**src/dsc_pkg.sv**
```systemverilog
// Purpose: Shared constants for the strobe-cycle DRAM controller
// Assumes: 10 MHz core clock, faster speed grade selected at build time
// Notes: Times are kept in ns (or us/ms), cycle counts derived from them
`default_nettype none
package dsc_pkg;
    localparam int CLK_PERIOD_NS = 100;
    localparam int ADDR_W = 16;
    localparam int ROW_W = 8;
    localparam int ROW_COUNT = 256;
    localparam int INIT_CYCLES = 8;
    // Faster grade figures
    localparam int RAS_PULSE_NS = 100;
    localparam int RAS_PRECHARGE_NS = 50;
    localparam int RANDOM_CYCLE_PERIOD_NS = 160;
    localparam int ROW_TO_COLUMN_STROBE_DELAY_NS = 30;
    localparam int COLUMN_ADDRESS_HOLD_FROM_ROW_NS = 40;
    localparam int ROW_STROBE_ACCESS_TIME_NS = 100;
    localparam int COLUMN_ADDRESS_ACCESS_TIME_NS = 55;
    localparam int COLUMN_STROBE_ACCESS_TIME_NS = 20;
    localparam int WRITE_LEAD_TO_ROW_STROBE_RISE_NS = 30;
    localparam int WRITE_STROBE_PULSE_WIDTH_NS = 20;
    localparam int WRITE_RAS_HOLD_NS = 35;
    localparam int READ_HOLD_AFTER_ROW_STROBE_NS = 10;
    localparam int OUTPUT_FLOAT_DELAY_NS = 20;
    localparam int POWER_UP_PAUSE_US = 100;
    localparam int REFRESH_INTERVAL_LIMIT_MS = 4;
    localparam int EXT_REFRESH_INTERVAL_LIMIT_MS = 64;

    function automatic int ceil_cyc(input int ns);
        int c;
        c = (ns + CLK_PERIOD_NS - 1) / CLK_PERIOD_NS;
        return (c < 1) ? 1 : c;
    endfunction
    function automatic int floor_cyc(input int ns);
        int c;
        c = ns / CLK_PERIOD_NS;
        return (c < 1) ? 1 : c;
    endfunction

    // Whole cycle counts; access and float times are longest, so floor is unsafe for sampling
    localparam int RAS_ACTIVE_CYC = ceil_cyc(RAS_PULSE_NS);
    localparam int RAS_PRECHARGE_CYC = ceil_cyc(RAS_PRECHARGE_NS);
    localparam int CYCLE_CYC = ceil_cyc(RANDOM_CYCLE_PERIOD_NS);
    localparam int RCD_CYC = ceil_cyc(ROW_TO_COLUMN_STROBE_DELAY_NS);
    localparam int AR_CYC = ceil_cyc(COLUMN_ADDRESS_HOLD_FROM_ROW_NS);
    localparam int RAC_CYC = ceil_cyc(ROW_STROBE_ACCESS_TIME_NS);
    localparam int CAA_CYC = ceil_cyc(COLUMN_ADDRESS_ACCESS_TIME_NS);
    localparam int CAC_CYC = ceil_cyc(COLUMN_STROBE_ACCESS_TIME_NS);
    localparam int WP_CYC = ceil_cyc(WRITE_STROBE_PULSE_WIDTH_NS);
    localparam int RWL_CYC = ceil_cyc(WRITE_LEAD_TO_ROW_STROBE_RISE_NS);
    localparam int RSHW_CYC = ceil_cyc(WRITE_RAS_HOLD_NS);
    localparam int RRH_CYC = ceil_cyc(READ_HOLD_AFTER_ROW_STROBE_NS);
    localparam int OFF_CYC = ceil_cyc(OUTPUT_FLOAT_DELAY_NS);
    localparam int PAUSE_CYC = ceil_cyc(POWER_UP_PAUSE_US * 1000);
    // Refresh period per row: limit / rows, rounded down
    localparam int REFRESH_SPACING_CYC = floor_cyc(REFRESH_INTERVAL_LIMIT_MS * 1000000 / ROW_COUNT);
    localparam int EXT_REFRESH_SPACING_CYC = floor_cyc(EXT_REFRESH_INTERVAL_LIMIT_MS * 1000000 / ROW_COUNT);
    localparam int IDLE_LIMIT_CYC = floor_cyc(EXT_REFRESH_INTERVAL_LIMIT_MS * 1000000);

    typedef enum logic [1:0] {
        DSC_CMD_READ = 2'b00,
        DSC_CMD_WRITE = 2'b01,
        DSC_CMD_RMW = 2'b10,
        DSC_CMD_REFRESH = 2'b11
    } dsc_cmd_e;
endpackage
`default_nettype wire

```
**src/dsc_seq_if.sv**
```systemverilog
// Purpose: Carries one strobe-cycle request from scheduler to sequencer
// Assumes: Single clock domain
// Notes: start is a one-cycle pulse accepted only while busy is low
`default_nettype none
interface dsc_seq_if;
    logic start;
    dsc_pkg::dsc_cmd_e cmd;
    logic [dsc_pkg::ROW_W-1:0] row;
    logic [dsc_pkg::ROW_W-1:0] col;
    logic wdata;
    logic busy;
    logic done;
    logic rdata;
    modport master (output start, output cmd, output row, output col, output wdata,
                    input busy, input done, input rdata);
    modport slave (input start, input cmd, input row, input col, input wdata,
                   output busy, output done, output rdata);
endinterface
`default_nettype wire

```
**src/dsc_seq.sv**
```systemverilog
// Purpose: Generates one row/column strobe cycle on the memory pins
// Assumes: Pin inputs already synchronised by the caller
// Notes: All strobe and address outputs are registered
`default_nettype none
module dsc_seq (
    input wire logic core_clk_in,
    input wire logic reset_n_in,
    dsc_seq_if.slave seq,
    input wire logic dout_sync_in,
    output logic ras_n_out,
    output logic cas_n_out,
    output logic we_n_out,
    output logic [dsc_pkg::ROW_W-1:0] addr_out,
    output logic din_out
);
    import dsc_pkg::*;
    localparam int CW = 8;
    localparam logic [CW-1:0] T_CAS = CW'(RCD_CYC);
    // Data pin passes two flops in the caller before it reaches this module
    localparam int SYNC_CYC = 2;
    localparam logic [CW-1:0] T_SAMPLE = CW'(RCD_CYC + ((CAA_CYC > CAC_CYC) ? CAA_CYC : CAC_CYC) + SYNC_CYC);
    localparam logic [CW-1:0] T_RAC = CW'(RAC_CYC);
    localparam logic [CW-1:0] T_WE = CW'(T_SAMPLE + 1);
    localparam logic [CW-1:0] T_RAS_UP_RD = CW'(RAS_ACTIVE_CYC > T_SAMPLE + 1 ? RAS_ACTIVE_CYC : T_SAMPLE + 1);
    localparam logic [CW-1:0] T_RAS_UP_WR = CW'(RAS_ACTIVE_CYC > RCD_CYC + RSHW_CYC + WP_CYC ?
                                               RAS_ACTIVE_CYC : RCD_CYC + RSHW_CYC + WP_CYC);
    localparam logic [CW-1:0] T_RAS_UP_RMW = CW'(T_WE + (WP_CYC > RWL_CYC ? WP_CYC : RWL_CYC));
    localparam logic [CW-1:0] T_END_PAD = CW'(RAS_PRECHARGE_CYC > OFF_CYC ? RAS_PRECHARGE_CYC : OFF_CYC);
    typedef enum logic [1:0] {
        DSC_S_IDLE = 2'b00,
        DSC_S_ACTIVE = 2'b01,
        DSC_S_PRECH = 2'b10
    } dsc_seq_state_e;
    dsc_seq_state_e state_r;
    logic [CW-1:0] cnt_r;
    logic [CW-1:0] ras_up_r;
    dsc_cmd_e cmd_r;
    logic [ROW_W-1:0] col_r;
    logic rdata_r;
    logic done_r;

    function automatic logic [CW-1:0] ras_len(input dsc_cmd_e c);
        case (c)
            DSC_CMD_WRITE: ras_len = T_RAS_UP_WR;
            DSC_CMD_RMW: ras_len = T_RAS_UP_RMW;
            default: ras_len = T_RAS_UP_RD;
        endcase
    endfunction

    always_ff @(posedge core_clk_in or negedge reset_n_in) begin
        if (!reset_n_in) begin
            state_r <= DSC_S_IDLE;
            cnt_r <= '0;
            ras_up_r <= '0;
            cmd_r <= DSC_CMD_READ;
            col_r <= '0;
            ras_n_out <= 1'b1;
            cas_n_out <= 1'b1;
            we_n_out <= 1'b1;
            addr_out <= '0;
            din_out <= 1'b0;
            done_r <= 1'b0;
            rdata_r <= 1'b0;
        end else begin
            done_r <= 1'b0;
            case (state_r)
                DSC_S_IDLE: begin
                    if (seq.start) begin
                        state_r <= DSC_S_ACTIVE;
                        cnt_r <= CW'(1);
                        ras_up_r <= ras_len(seq.cmd);
                        cmd_r <= seq.cmd;
                        col_r <= seq.col;
                        addr_out <= seq.row;
                        din_out <= seq.wdata;
                        ras_n_out <= 1'b0;
                        // Early write: strobe down before column strobe falls
                        we_n_out <= (seq.cmd == DSC_CMD_WRITE) ? 1'b0 : 1'b1;
                    end
                end
                DSC_S_ACTIVE: begin
                    cnt_r <= cnt_r + CW'(1);
                    if (cmd_r != DSC_CMD_REFRESH && cnt_r == T_CAS) begin
                        addr_out <= col_r;
                        cas_n_out <= 1'b0;
                    end
                    // Sample only once the synchroniser carries the accessed bit
                    if (cmd_r != DSC_CMD_REFRESH && cnt_r == T_SAMPLE && cnt_r >= T_RAC) begin
                        rdata_r <= dout_sync_in;
                    end
                    if (cmd_r == DSC_CMD_RMW && cnt_r == T_WE) begin
                        we_n_out <= 1'b0;
                    end
                    if (cnt_r == ras_up_r) begin
                        ras_n_out <= 1'b1;
                        cas_n_out <= 1'b1;
                        // Write strobe rises with the strobes, keeping read hold
                        we_n_out <= 1'b1;
                        state_r <= DSC_S_PRECH;
                        cnt_r <= CW'(1);
                    end
                end
                DSC_S_PRECH: begin
                    cnt_r <= cnt_r + CW'(1);
                    // Cycle period and output float both covered before next start
                    if (cnt_r >= T_END_PAD && (ras_up_r + cnt_r) >= CW'(CYCLE_CYC)) begin
                        state_r <= DSC_S_IDLE;
                        done_r <= 1'b1;
                    end
                end
                default: state_r <= DSC_S_IDLE;
            endcase
        end
    end

    assign seq.busy = (state_r != DSC_S_IDLE);
    assign seq.done = done_r;
    assign seq.rdata = rdata_r;
endmodule
`default_nettype wire

```
**src/dsc_ctrl.sv**
```systemverilog
// What this block does
// - Wait power-up pause, then eight row strobe cycles before any access.
// - After over 64 ms without strobes, issue eight initialization cycles again.
// - Refresh each row within 4 ms; 64 ms when only row-only refresh used.
// - Space row strobe falling edges by at least the random cycle period.
// - Write strobe low by column strobe fall gives early write, output floats.
// - Write strobe late after all three references gives read-modify-write.
// - Read: write strobe high until column strobe rises or 10 ns after row.
// - Read: write strobe high no later than column strobe falling edge.
// - Write strobe low at least 30 ns before row and column strobes rise.
// - Write strobe held low at least 20 ns during a write.
// - Row strobe stays low at least 35 ns after column strobe falls.
// - Column address valid until at least 40 ns after row strobe falls.
// - Split 16-bit address into 8-bit row and 8-bit column parts.
// - Full refresh: row strobe on all 256 rows; any cycle refreshes its row.
//
// Purpose: Host-side controller driving a 64K x 1 strobe-multiplexed dynamic RAM
// Assumes: 10 MHz core clock; memory data output arrives asynchronously
// Notes: Requests from user logic are taken while ready_out is high
`default_nettype none
module dsc_ctrl #(
    parameter int PAUSE_CYCLES = dsc_pkg::PAUSE_CYC,
    parameter int REFRESH_SPACING = dsc_pkg::REFRESH_SPACING_CYC,
    parameter int EXT_REFRESH_SPACING = dsc_pkg::EXT_REFRESH_SPACING_CYC,
    parameter int IDLE_LIMIT = dsc_pkg::IDLE_LIMIT_CYC
) (
    input wire logic core_clk_in,
    input wire logic reset_n_in,
    input wire logic req_valid_in,
    input wire dsc_pkg::dsc_cmd_e req_cmd_in,
    input wire logic [dsc_pkg::ADDR_W-1:0] req_addr_in,
    input wire logic req_wdata_in,
    input wire logic low_power_in,
    output logic ready_out,
    output logic resp_valid_out,
    output logic resp_rdata_out,
    output logic init_done_out,
    output logic ras_n_out,
    output logic cas_n_out,
    output logic we_n_out,
    output logic [dsc_pkg::ROW_W-1:0] addr_out,
    output logic din_out,
    input wire logic dout_in
);
    import dsc_pkg::*;
    localparam int TW = 32;
    localparam logic [3:0] INIT_N = 4'(INIT_CYCLES);
    // Early request covers a user cycle in flight plus issue latency
    localparam int REFRESH_SLACK = 16;

    typedef enum logic [2:0] {
        DSC_M_PAUSE = 3'b000,
        DSC_M_INIT = 3'b001,
        DSC_M_IDLE = 3'b010,
        DSC_M_BUSY = 3'b011,
        DSC_M_WAIT = 3'b100
    } dsc_main_state_e;

    dsc_main_state_e state_r;
    logic [TW-1:0] timer_r;
    logic [TW-1:0] refresh_timer_r;
    logic [TW-1:0] idle_timer_r;
    logic [3:0] init_cnt_r;
    logic [ROW_W-1:0] refresh_row_r;
    logic refresh_due_r;
    logic is_user_r;
    logic dout_meta_r;
    logic dout_sync_r;
    logic low_power_meta_r;
    logic low_power_sync_r;
    logic start_r;
    dsc_cmd_e cmd_r;
    logic [ROW_W-1:0] row_r;
    logic [ROW_W-1:0] col_r;
    logic wdata_r;
    logic [TW-1:0] spacing;

    dsc_seq_if seq_bus ();

    dsc_seq u_seq (
        .core_clk_in(core_clk_in),
        .reset_n_in(reset_n_in),
        .seq(seq_bus.slave),
        .dout_sync_in(dout_sync_r),
        .ras_n_out(ras_n_out),
        .cas_n_out(cas_n_out),
        .we_n_out(we_n_out),
        .addr_out(addr_out),
        .din_out(din_out)
    );

    assign seq_bus.start = start_r;
    assign seq_bus.cmd = cmd_r;
    assign seq_bus.row = row_r;
    assign seq_bus.col = col_r;
    assign seq_bus.wdata = wdata_r;

    // Pin inputs pass two flops before use
    always_ff @(posedge core_clk_in or negedge reset_n_in) begin
        if (!reset_n_in) begin
            dout_meta_r <= 1'b0;
            dout_sync_r <= 1'b0;
            low_power_meta_r <= 1'b0;
            low_power_sync_r <= 1'b0;
        end else begin
            dout_meta_r <= dout_in;
            dout_sync_r <= dout_meta_r;
            low_power_meta_r <= low_power_in;
            low_power_sync_r <= low_power_meta_r;
        end
    end

    // Extended spacing only while user accesses are blocked
    assign spacing = low_power_sync_r ? TW'(EXT_REFRESH_SPACING) : TW'(REFRESH_SPACING);

    always_ff @(posedge core_clk_in or negedge reset_n_in) begin
        if (!reset_n_in) begin
            refresh_timer_r <= '0;
            refresh_due_r <= 1'b0;
        end else if (state_r == DSC_M_BUSY && !is_user_r) begin
            refresh_timer_r <= '0;
            refresh_due_r <= 1'b0;
        end else if (refresh_timer_r >= spacing - TW'(REFRESH_SLACK)) begin
            refresh_due_r <= 1'b1;
        end else begin
            refresh_timer_r <= refresh_timer_r + TW'(1);
        end
    end

    // Strobe inactivity watchdog; every cycle start, refresh or user, clears it
    always_ff @(posedge core_clk_in or negedge reset_n_in) begin
        if (!reset_n_in) begin
            idle_timer_r <= '0;
        end else if (start_r) begin
            idle_timer_r <= '0;
        end else if (idle_timer_r < TW'(IDLE_LIMIT)) begin
            idle_timer_r <= idle_timer_r + TW'(1);
        end
    end

    always_ff @(posedge core_clk_in or negedge reset_n_in) begin
        if (!reset_n_in) begin
            state_r <= DSC_M_PAUSE;
            timer_r <= '0;
            init_cnt_r <= '0;
            refresh_row_r <= '0;
            is_user_r <= 1'b0;
            start_r <= 1'b0;
            cmd_r <= DSC_CMD_REFRESH;
            row_r <= '0;
            col_r <= '0;
            wdata_r <= 1'b0;
            ready_out <= 1'b0;
            resp_valid_out <= 1'b0;
            resp_rdata_out <= 1'b0;
            init_done_out <= 1'b0;
        end else begin
            start_r <= 1'b0;
            resp_valid_out <= 1'b0;
            case (state_r)
                DSC_M_PAUSE: begin
                    timer_r <= timer_r + TW'(1);
                    if (timer_r >= TW'(PAUSE_CYCLES) - TW'(1)) begin
                        state_r <= DSC_M_INIT;
                        init_cnt_r <= '0;
                    end
                end
                DSC_M_INIT: begin
                    if (!seq_bus.busy && !start_r) begin
                        if (init_cnt_r == INIT_N) begin
                            state_r <= DSC_M_IDLE;
                            init_done_out <= 1'b1;
                            ready_out <= !low_power_sync_r;
                        end else begin
                            init_cnt_r <= init_cnt_r + 4'(1);
                            cmd_r <= DSC_CMD_REFRESH;
                            row_r <= refresh_row_r;
                            refresh_row_r <= refresh_row_r + ROW_W'(1);
                            start_r <= 1'b1;
                        end
                    end
                end
                DSC_M_IDLE: begin
                    if (idle_timer_r >= TW'(IDLE_LIMIT)) begin
                        state_r <= DSC_M_INIT;
                        init_cnt_r <= '0;
                        ready_out <= 1'b0;
                        init_done_out <= 1'b0;
                    end else if (refresh_due_r) begin
                        // Refresh wins over a waiting user request
                        cmd_r <= DSC_CMD_REFRESH;
                        row_r <= refresh_row_r;
                        refresh_row_r <= refresh_row_r + ROW_W'(1);
                        is_user_r <= 1'b0;
                        start_r <= 1'b1;
                        ready_out <= 1'b0;
                        state_r <= DSC_M_BUSY;
                    end else if (req_valid_in && ready_out) begin
                        cmd_r <= req_cmd_in;
                        row_r <= req_addr_in[ROW_W-1:0];
                        col_r <= req_addr_in[ADDR_W-1:ROW_W];
                        wdata_r <= req_wdata_in;
                        is_user_r <= 1'b1;
                        start_r <= 1'b1;
                        ready_out <= 1'b0;
                        state_r <= DSC_M_BUSY;
                    end else begin
                        ready_out <= !low_power_sync_r;
                    end
                end
                DSC_M_BUSY: begin
                    state_r <= DSC_M_WAIT;
                end
                DSC_M_WAIT: begin
                    if (seq_bus.done) begin
                        state_r <= DSC_M_IDLE;
                        if (is_user_r) begin
                            resp_valid_out <= 1'b1;
                            // Only read and read-modify-write data is meaningful
                            resp_rdata_out <= (cmd_r == DSC_CMD_READ || cmd_r == DSC_CMD_RMW) ?
                                              seq_bus.rdata : 1'b0;
                        end
                    end
                end
                default: state_r <= DSC_M_PAUSE;
            endcase
        end
    end
endmodule
`default_nettype wire

```
**config.mk**
```make
export PLATFORM = sky130hd
export DESIGN_NAME = dsc_ctrl
export DESIGN_NICKNAME = d
export VERILOG_FILES = /design/src/dsc_pkg.sv /design/src/dsc_seq_if.sv /design/src/dsc_seq.sv /design/src/dsc_ctrl.sv
export SDC_FILE = /design/constraint.sdc
export NUM_CORES = 1
export LEC_CHECK = 0
export ABC_AREA = 1
export ABC_CLOCK_PERIOD_IN_PS = 2400
export BUFFER_PORTS_ARGS = -buffer_cell sky130_fd_sc_hd__buf_2
export CORE_ASPECT_RATIO = 1.25
export CORE_MARGIN = 2
export CORE_UTILIZATION = 60
export CTS_CLUSTER_DIAMETER = 100
export CTS_CLUSTER_SIZE = 40
export DETAILED_ROUTE_END_ITERATION = 10
export GPL_ROUTABILITY_DRIVEN = 1
export PLACE_DENSITY = 0.78
export SLEW_MARGIN = 20
export SYNTH_ARGS = -nofsm -noshare
export SYNTH_HDL_FRONTEND = slang
export SYNTH_SLANG_ARGS = --single-unit
export TNS_END_PERCENT = 5
```
**constraint.sdc**
```tcl
create_clock -name core_clk_in -period 2.4 [get_ports core_clk_in]
set_input_delay 0.24 -clock core_clk_in [delete_from_list [all_inputs] [get_ports core_clk_in]]
set_output_delay 0.24 -clock core_clk_in [all_outputs]
set_load 0.05 [all_outputs]
```
After elaboration in Yosys (flattened, before gate mapping)
Index checks and enable logic that the tools add are counted.
{"block": "op_classes", "n_addsub": 8, "order_cmp": 6, "n_eq_ne": 31, "n_mux": 82, "bitwise": 2, "reduce_logical": 42}
{"operator": "$mux W32", "count": 4}
{"operator": "$mux W8", "count": 13}
{"operator": "$add A32 B1 Y32 const B", "count": 3}
{"operator": "$pmux W8 S2", "count": 3}
{"operator": "$ge A32 B10 Y1 const B", "count": 1}
{"operator": "$ge A32 B20 Y1 const B", "count": 1}
{"operator": "$ge A32 B32 Y1", "count": 1}
{"operator": "$lt A32 B20 Y1 const B", "count": 1}
{"operator": "$mux W1", "count": 31}
{"operator": "$pmux W8 S3", "count": 1}
{"operator": "$mux W3", "count": 7}
{"operator": "$reduce_and A3 Y1", "count": 7}
{"operator": "$ne A2 B2 Y1 const B", "count": 10}
{"operator": "$reduce_and A5 Y1", "count": 4}
{"operator": "$add A8 B1 Y8 const B", "count": 2}
{"operator": "$eq A8 B3 Y1 const B", "count": 2}
{"operator": "$mux W2", "count": 8}
{"operator": "$mux W4", "count": 4}
{"operator": "$pmux W3 S5", "count": 1}
{"operator": "$reduce_bool A2 Y1", "count": 7}
{"operator": "$sub A12 B5 Y13 const B", "count": 1}
{"operator": "$mux W12", "count": 1}
{"operator": "$pmux W4 S3", "count": 1}
{"operator": "$pmux W1 S2", "count": 5}
{"operator": "other kinds (28)", "count": 52}
{"block": "word_totals", "register_bits": 183, "inputBits": 24, "output_inout_bits": 16, "wordCells": 204}

Longest topological paths before layout
{"block": "depth", "word_depth": 5, "ltp_mapped": 13, "ltp_nobuf": 13}

Hierarchy
A second synthesis with hierarchy kept.
{"block": "hier_totals", "cells_unflattened": 1297, "area_unflattened_um2": 9855.7}
{"mod": "dsc_ctrl", "instances": 1, "cells_per_inst": 1063, "area_per_inst_um2": 7795.0, "seq_area_each_um2": 3530.9}
{"mod": "dsc_seq", "instances": 1, "cells_per_inst": 234, "area_per_inst_um2": 2060.7, "seq_area_each_um2": 929.6}

Least setup slack after synthesis
Ideal clock, no wire load.
{"block": "synth_path", "path_type": "register -> register", "start": "register u_seq.cnt_r[2]", "end": "register u_seq.cnt_r[6]", "setup_ps": 134, "arrival_time_ps": 1607, "t_required_ps": 2266, "setup_slack_ps": 659, "path_stages_with_launch": 8, "n_path_buf": 0, "period_less_slack_ps": 1741, "cell_sequence": "dfrtp_1 > ha_1 > inv_1 > nand3_1 > o21ai_0 > nand2_1 > a21oi_1 > nor2_1"}
{"block": "synth_via", "elab_chain_cells": 3, "word_cells_on_any_way": 4, "cone_classes": "1 x add/sub; 1 x eq/ne; 2 x mux"}
{"item": "start: declaration", "line": "dsc_seq.sv:35", "rtl": "logic [CW-1:0] cnt_r;"}
{"item": "start signal: assignment", "line": "dsc_seq.sv:82", "rtl": "cnt_r <= cnt_r + CW'(1);"}
{"item": "start signal: assignment", "line": "dsc_seq.sv:104", "rtl": "cnt_r <= cnt_r + CW'(1);"}
{"item": "$add A8 B1 Y8 / $eq A8 B8 Y1 (equally long branches)", "line": "dsc_seq.sv:82, dsc_seq.sv:104, dsc_seq.sv:94"}
{"item": "$mux W8", "line": "dsc_seq.sv:94", "rtl": "if (cnt_r == ras_up_r) begin"}
{"item": "$pmux W8 S3 (*)", "line": "dsc_seq.sv:66", "rtl": "case (state_r)"}
Mark *: on every way between the ends. The rest lies on a longest branch, timed or not.
A chain may end at the register's enable or synchronous reset.

Final worst setup path
{"block": "layout_path", "start": "register u_seq.state_r[0]", "end": "register refresh_row_r[0]"}
{"block": "layout_via", "elab_chain_cells": 5}
{"item": "start: declaration", "line": "dsc_seq.sv:34", "rtl": "dsc_seq_state_e state_r;"}
{"item": "start signal: assignment", "line": "dsc_seq.sv:52", "rtl": "state_r <= DSC_S_IDLE;"}
{"item": "start signal: assignment", "line": "dsc_seq.sv:69", "rtl": "state_r <= DSC_S_ACTIVE;"}
{"item": "start signal: assignment", "line": "dsc_seq.sv:99", "rtl": "state_r <= DSC_S_PRECH;"}
{"item": "$reduce_bool A2 Y1", "line": "dsc_seq.sv:116", "rtl": "assign seq.busy = (state_r != DSC_S_IDLE);"}
{"item": "$logic_not A1 Y1", "line": "dsc_ctrl.sv:169", "rtl": "if (!seq_bus.busy && !start_r) begin"}
{"item": "$logic_and A1 B1 Y1", "line": "dsc_ctrl.sv:169"}
{"item": "$ne A2 B2 Y1 (no line)"}
{"item": "$reduce_and A5 Y1 (no line)"}
{"item": "end signal: assignment", "line": "dsc_ctrl.sv:178", "rtl": "refresh_row_r <= refresh_row_r + ROW_W'(1);"}
{"item": "end signal: assignment", "line": "dsc_ctrl.sv:193", "rtl": "refresh_row_r <= refresh_row_r + ROW_W'(1);"}
{"item": "end: declaration", "line": "dsc_ctrl.sv:64", "rtl": "logic [ROW_W-1:0] refresh_row_r;"}
Every way passes these cells.

==> flow_metrics.tcl <==
set metrics [dict create \
    grt-ovfl-total 0 \
    die_w_um 114.8 \
    grt_max_degree 61 \
    setup_viol 0 \
    synthesis.area_um2 9213 \
    start_util_pct 61.36 \
    top_layer "met4" \
    worstPathArrival_ns 2.31 \
    cp_common_cell "nor2_1" \
    fin_area_um2 10320 \
    clock-root-buffer "clkbuf_16" \
    cp_slowest_cell "dfrtp_1" \
    wl_per_cell_um 13.89 \
    cellLeakagePower_uw 0.005095 \
    die_y_um 142.5 \
    max_cap_violations 0 \
    post-route-util_pct 68.74 \
    path_clk_slew_ns 0.07 \
    grt_util_all_layers_pct 25.00 \
    critPathKind "register to register" \
    avgSynthCellArea_um2 8.146 \
    hpwl_mm 13.61 \
    gp_congestion 0.9133 \
    drv_slew 0 \
    hold_buffers 3 \
    drive_gt1_share_pct 10.50 \
    tightest_slew_ns 0.6543 \
    path_cells "inv_1, ha_1, nand2_1, nor2_1, nor2_1, nor3_4, nand2_2, xor2_1" \
    yosys_warnings 0 \
    hold_viol 0 \
    areaGrowthSynthToFinish_pct 12.03 \
    fmax_ghz 0.5013 \
    worstSkewPairLatency_ns 0.43 \
    routed_wl_mm 19.22 \
    p_total_uw 5965 \
    drc 0 \
    first_pass_iters 6 \
    synth_seq_cells 178 \
    period_needed_ns 1.995 \
    viasPerCell 5.329 \
    cts_resized 0 \
    cp-end-kind "register" \
    nets 1240 \
    cts_tree "yes" \
    syn-num-nets 1184 \
    synth.distinct_cells 40 \
    ios 40 \
    peakVddDrop_mv 0.4095 \
    antenna_found_initial 1 \
    worstPathRequired_ns 2.71 \
    fin_crit_sh_pct 83.13 \
    async_flop_share_pct 100.0 \
    worst_setup_path_start_kind "register" \
    path_delay_family "simple AND/OR/NAND/NOR gates" \
    portBuffers 39 \
    drt_iter0_drc 492 \
    post-cts-setup-buffers 0 \
    tns_ns 0 \
    path_max_fanout 9 \
    place_area_um2 9681 \
    finClkSkew_ns 0.007839 \
    ant_nets 0 \
    syn_inst 1131 \
    drt-met1-wl_mm 8.520 \
    timing.critical_path.buf_inv 1 \
    coreArea_um2 15010 \
    status "complete, no violations" \
    route.met3.wl_um 669 \
    grt_pass1_wl_mm 32.46 \
    hold_class "input pin to register" \
    cts_made_buffers 17 \
    clkSinkCount 178 \
    power.density_nw_per_um2 578.0 \
    cpPeakStageDelay_ns 0.41 \
    slew_headroom_pct 55.97 \
    wl_met2_mm 9.756 \
    rsz0062_at_grt "false" \
    design.die.area_um2 16370 \
    cts_max_path_buffers 2 \
    vias 7370 \
    synth_edf_count 0 \
    grt_pass1_vias 7186 \
    h-tree-depth 4 \
    nFillCells 1203 \
    num_rows 50 \
    yosysSeqAreaShare_pct 48.42 \
    ys.flop_type "dfrtp_1" \
]
path summary, 6_finish.rpt:
check | from | endpoint | slack [ns] | cells past startpoint
min reg2reg | dout_meta_r$_DFF_PN0_ | dout_sync_r$_DFF_PN0_ | 0.36 | 0
max in group asynchronous | reset_n_in | u_seq.ras_n_out$_DFFE_PN1P_ | 1.30 | 3
max reg2reg | u_seq.state_r[0]$_DFFE_PN0P_ | refresh_row_r[0]$_DFFE_PN0P_ | 0.40 | 8
max | u_seq.state_r[0]$_DFFE_PN0P_ | refresh_row_r[0]$_DFFE_PN0P_ | 0.40 | 8
min in group asynchronous | reset_n_in | timer_r[13]$_DFFE_PN0P_ | 0.35 | 2
min | req_addr_in[15] | col_r[7]$_DFFE_PN0P_ | 0.04 | 3
metal layers:
metal  global-route usage, %  vias up
li1                        -     3698
met1                   31.76     3496
met2                   42.85      151
met3                   4.770       25
met4                   8.687        0
met5                       0        -
worst min-delay path: stages:
cell and delay (ns):
buf_2 0.08, nand3_1 0.06, nand2_1 0.06
placed cells by master, fill, tap and decap left out, types with 17 or more instances in the layout:
| cell | instances |
|---|---|
| ha_1 | 28 |
| nand3_1 | 80 |
| o21ai_1 | 17 |
| buf_2 | 38 |
| inv_1 | 128 |
| nand4_1 | 28 |
| nor2_1 | 151 |
| clkbuf_16 | 17 |
| o21ai_0 | 39 |
| xor2_1 | 43 |
| nor3_1 | 26 |
| nand2_1 | 293 |
| dfrtp_1 | 173 |
cell usage after synthesis, types with 15 or more instances:
cell / n / area [µm²]
nand3_1: 80 / 400.4
xnor2_1: 15 / 131.4
inv_1: 128 / 480.5
ha_1: 28 / 350.3
nand4_1: 28 / 175.2
xor2_1: 43 / 376.6
nand2_1: 293 / 1100
o21ai_1: 17 / 85.08
o21ai_0: 39 / 195.2
mux2i_1: 16 / 160.2
nor2_1: 151 / 566.8
dfrtp_1: 173 / 4329
nor3_1: 26 / 130.1
report_power, final:
part / switching, µW / leakage (µW) / internal [µW]
Sequential: 1.40 / 0.00243 / 3000
Clock: 1210 / 0.000286 / 1650
Combinational: 73.7 / 0.00238 / 30.8
Total: 1280 / 0.00509 / 4680
logic make-up (layout without fill, tap and decap cells):
kind of cell	count (synthesis)	in the layout	share of synthesized area (%)
adder cells (fa/ha/maj)	29	29	4.020
AO/OA/AOI/OAI	79	79	4.550
multiplexers	16	16	1.738
XOR/XNOR	58	58	5.514
flip-flops	178	178	48.42
buffers and inverters	160	229	6.736
AND/OR/NAND/NOR	611	611	29.02
other	0	1	0
sequential cells by signal, indices dropped and copies added, names as in the netlist, 2 cells and up:
name	flops
cmd_r	2
col_r	8
idle_timer_r	32
init_cnt_r	4
refresh_row_r	8
refresh_timer_r	32
row_r	8
state_r	3
timer_r	32
u_seq.addr_out	8
u_seq.cmd_r	2
u_seq.cnt_r	8
u_seq.col_r	8
u_seq.ras_up_r	3
u_seq.state_r	2
area by class of cell:
class / instances / area [µm²] / area share (%)
diodes: 1 / 2.502 / 0.02425
clock inverters: 15 / 182.7 / 1.770
clock buffers: 17 / 425.4 / 4.122
well taps: 182 / 227.7 / 2.206
flip-flops and latches: 178 / 4461 / 43.22
inverters: 141 / 529.3 / 5.128
repair buffers: 56 / 361.6 / 3.503
multi-input cells: 793 / 4131 / 40.03
stage by stage:
stage	hold WS (ns)	instances	setup WS [ns]
2_1_floorplan	-0.05559	1131	0.6591
3_3_place_gp	0.2581	1347	0.4732
3_5_place_dp	0.2607	1347	0.4323
4_1_cts	0.02722	1382	0.4071
5_1_grt	0.03865	1383	0.1910
6_report	0.04401	1383	0.4050
(Power assumes the default switching activity.)
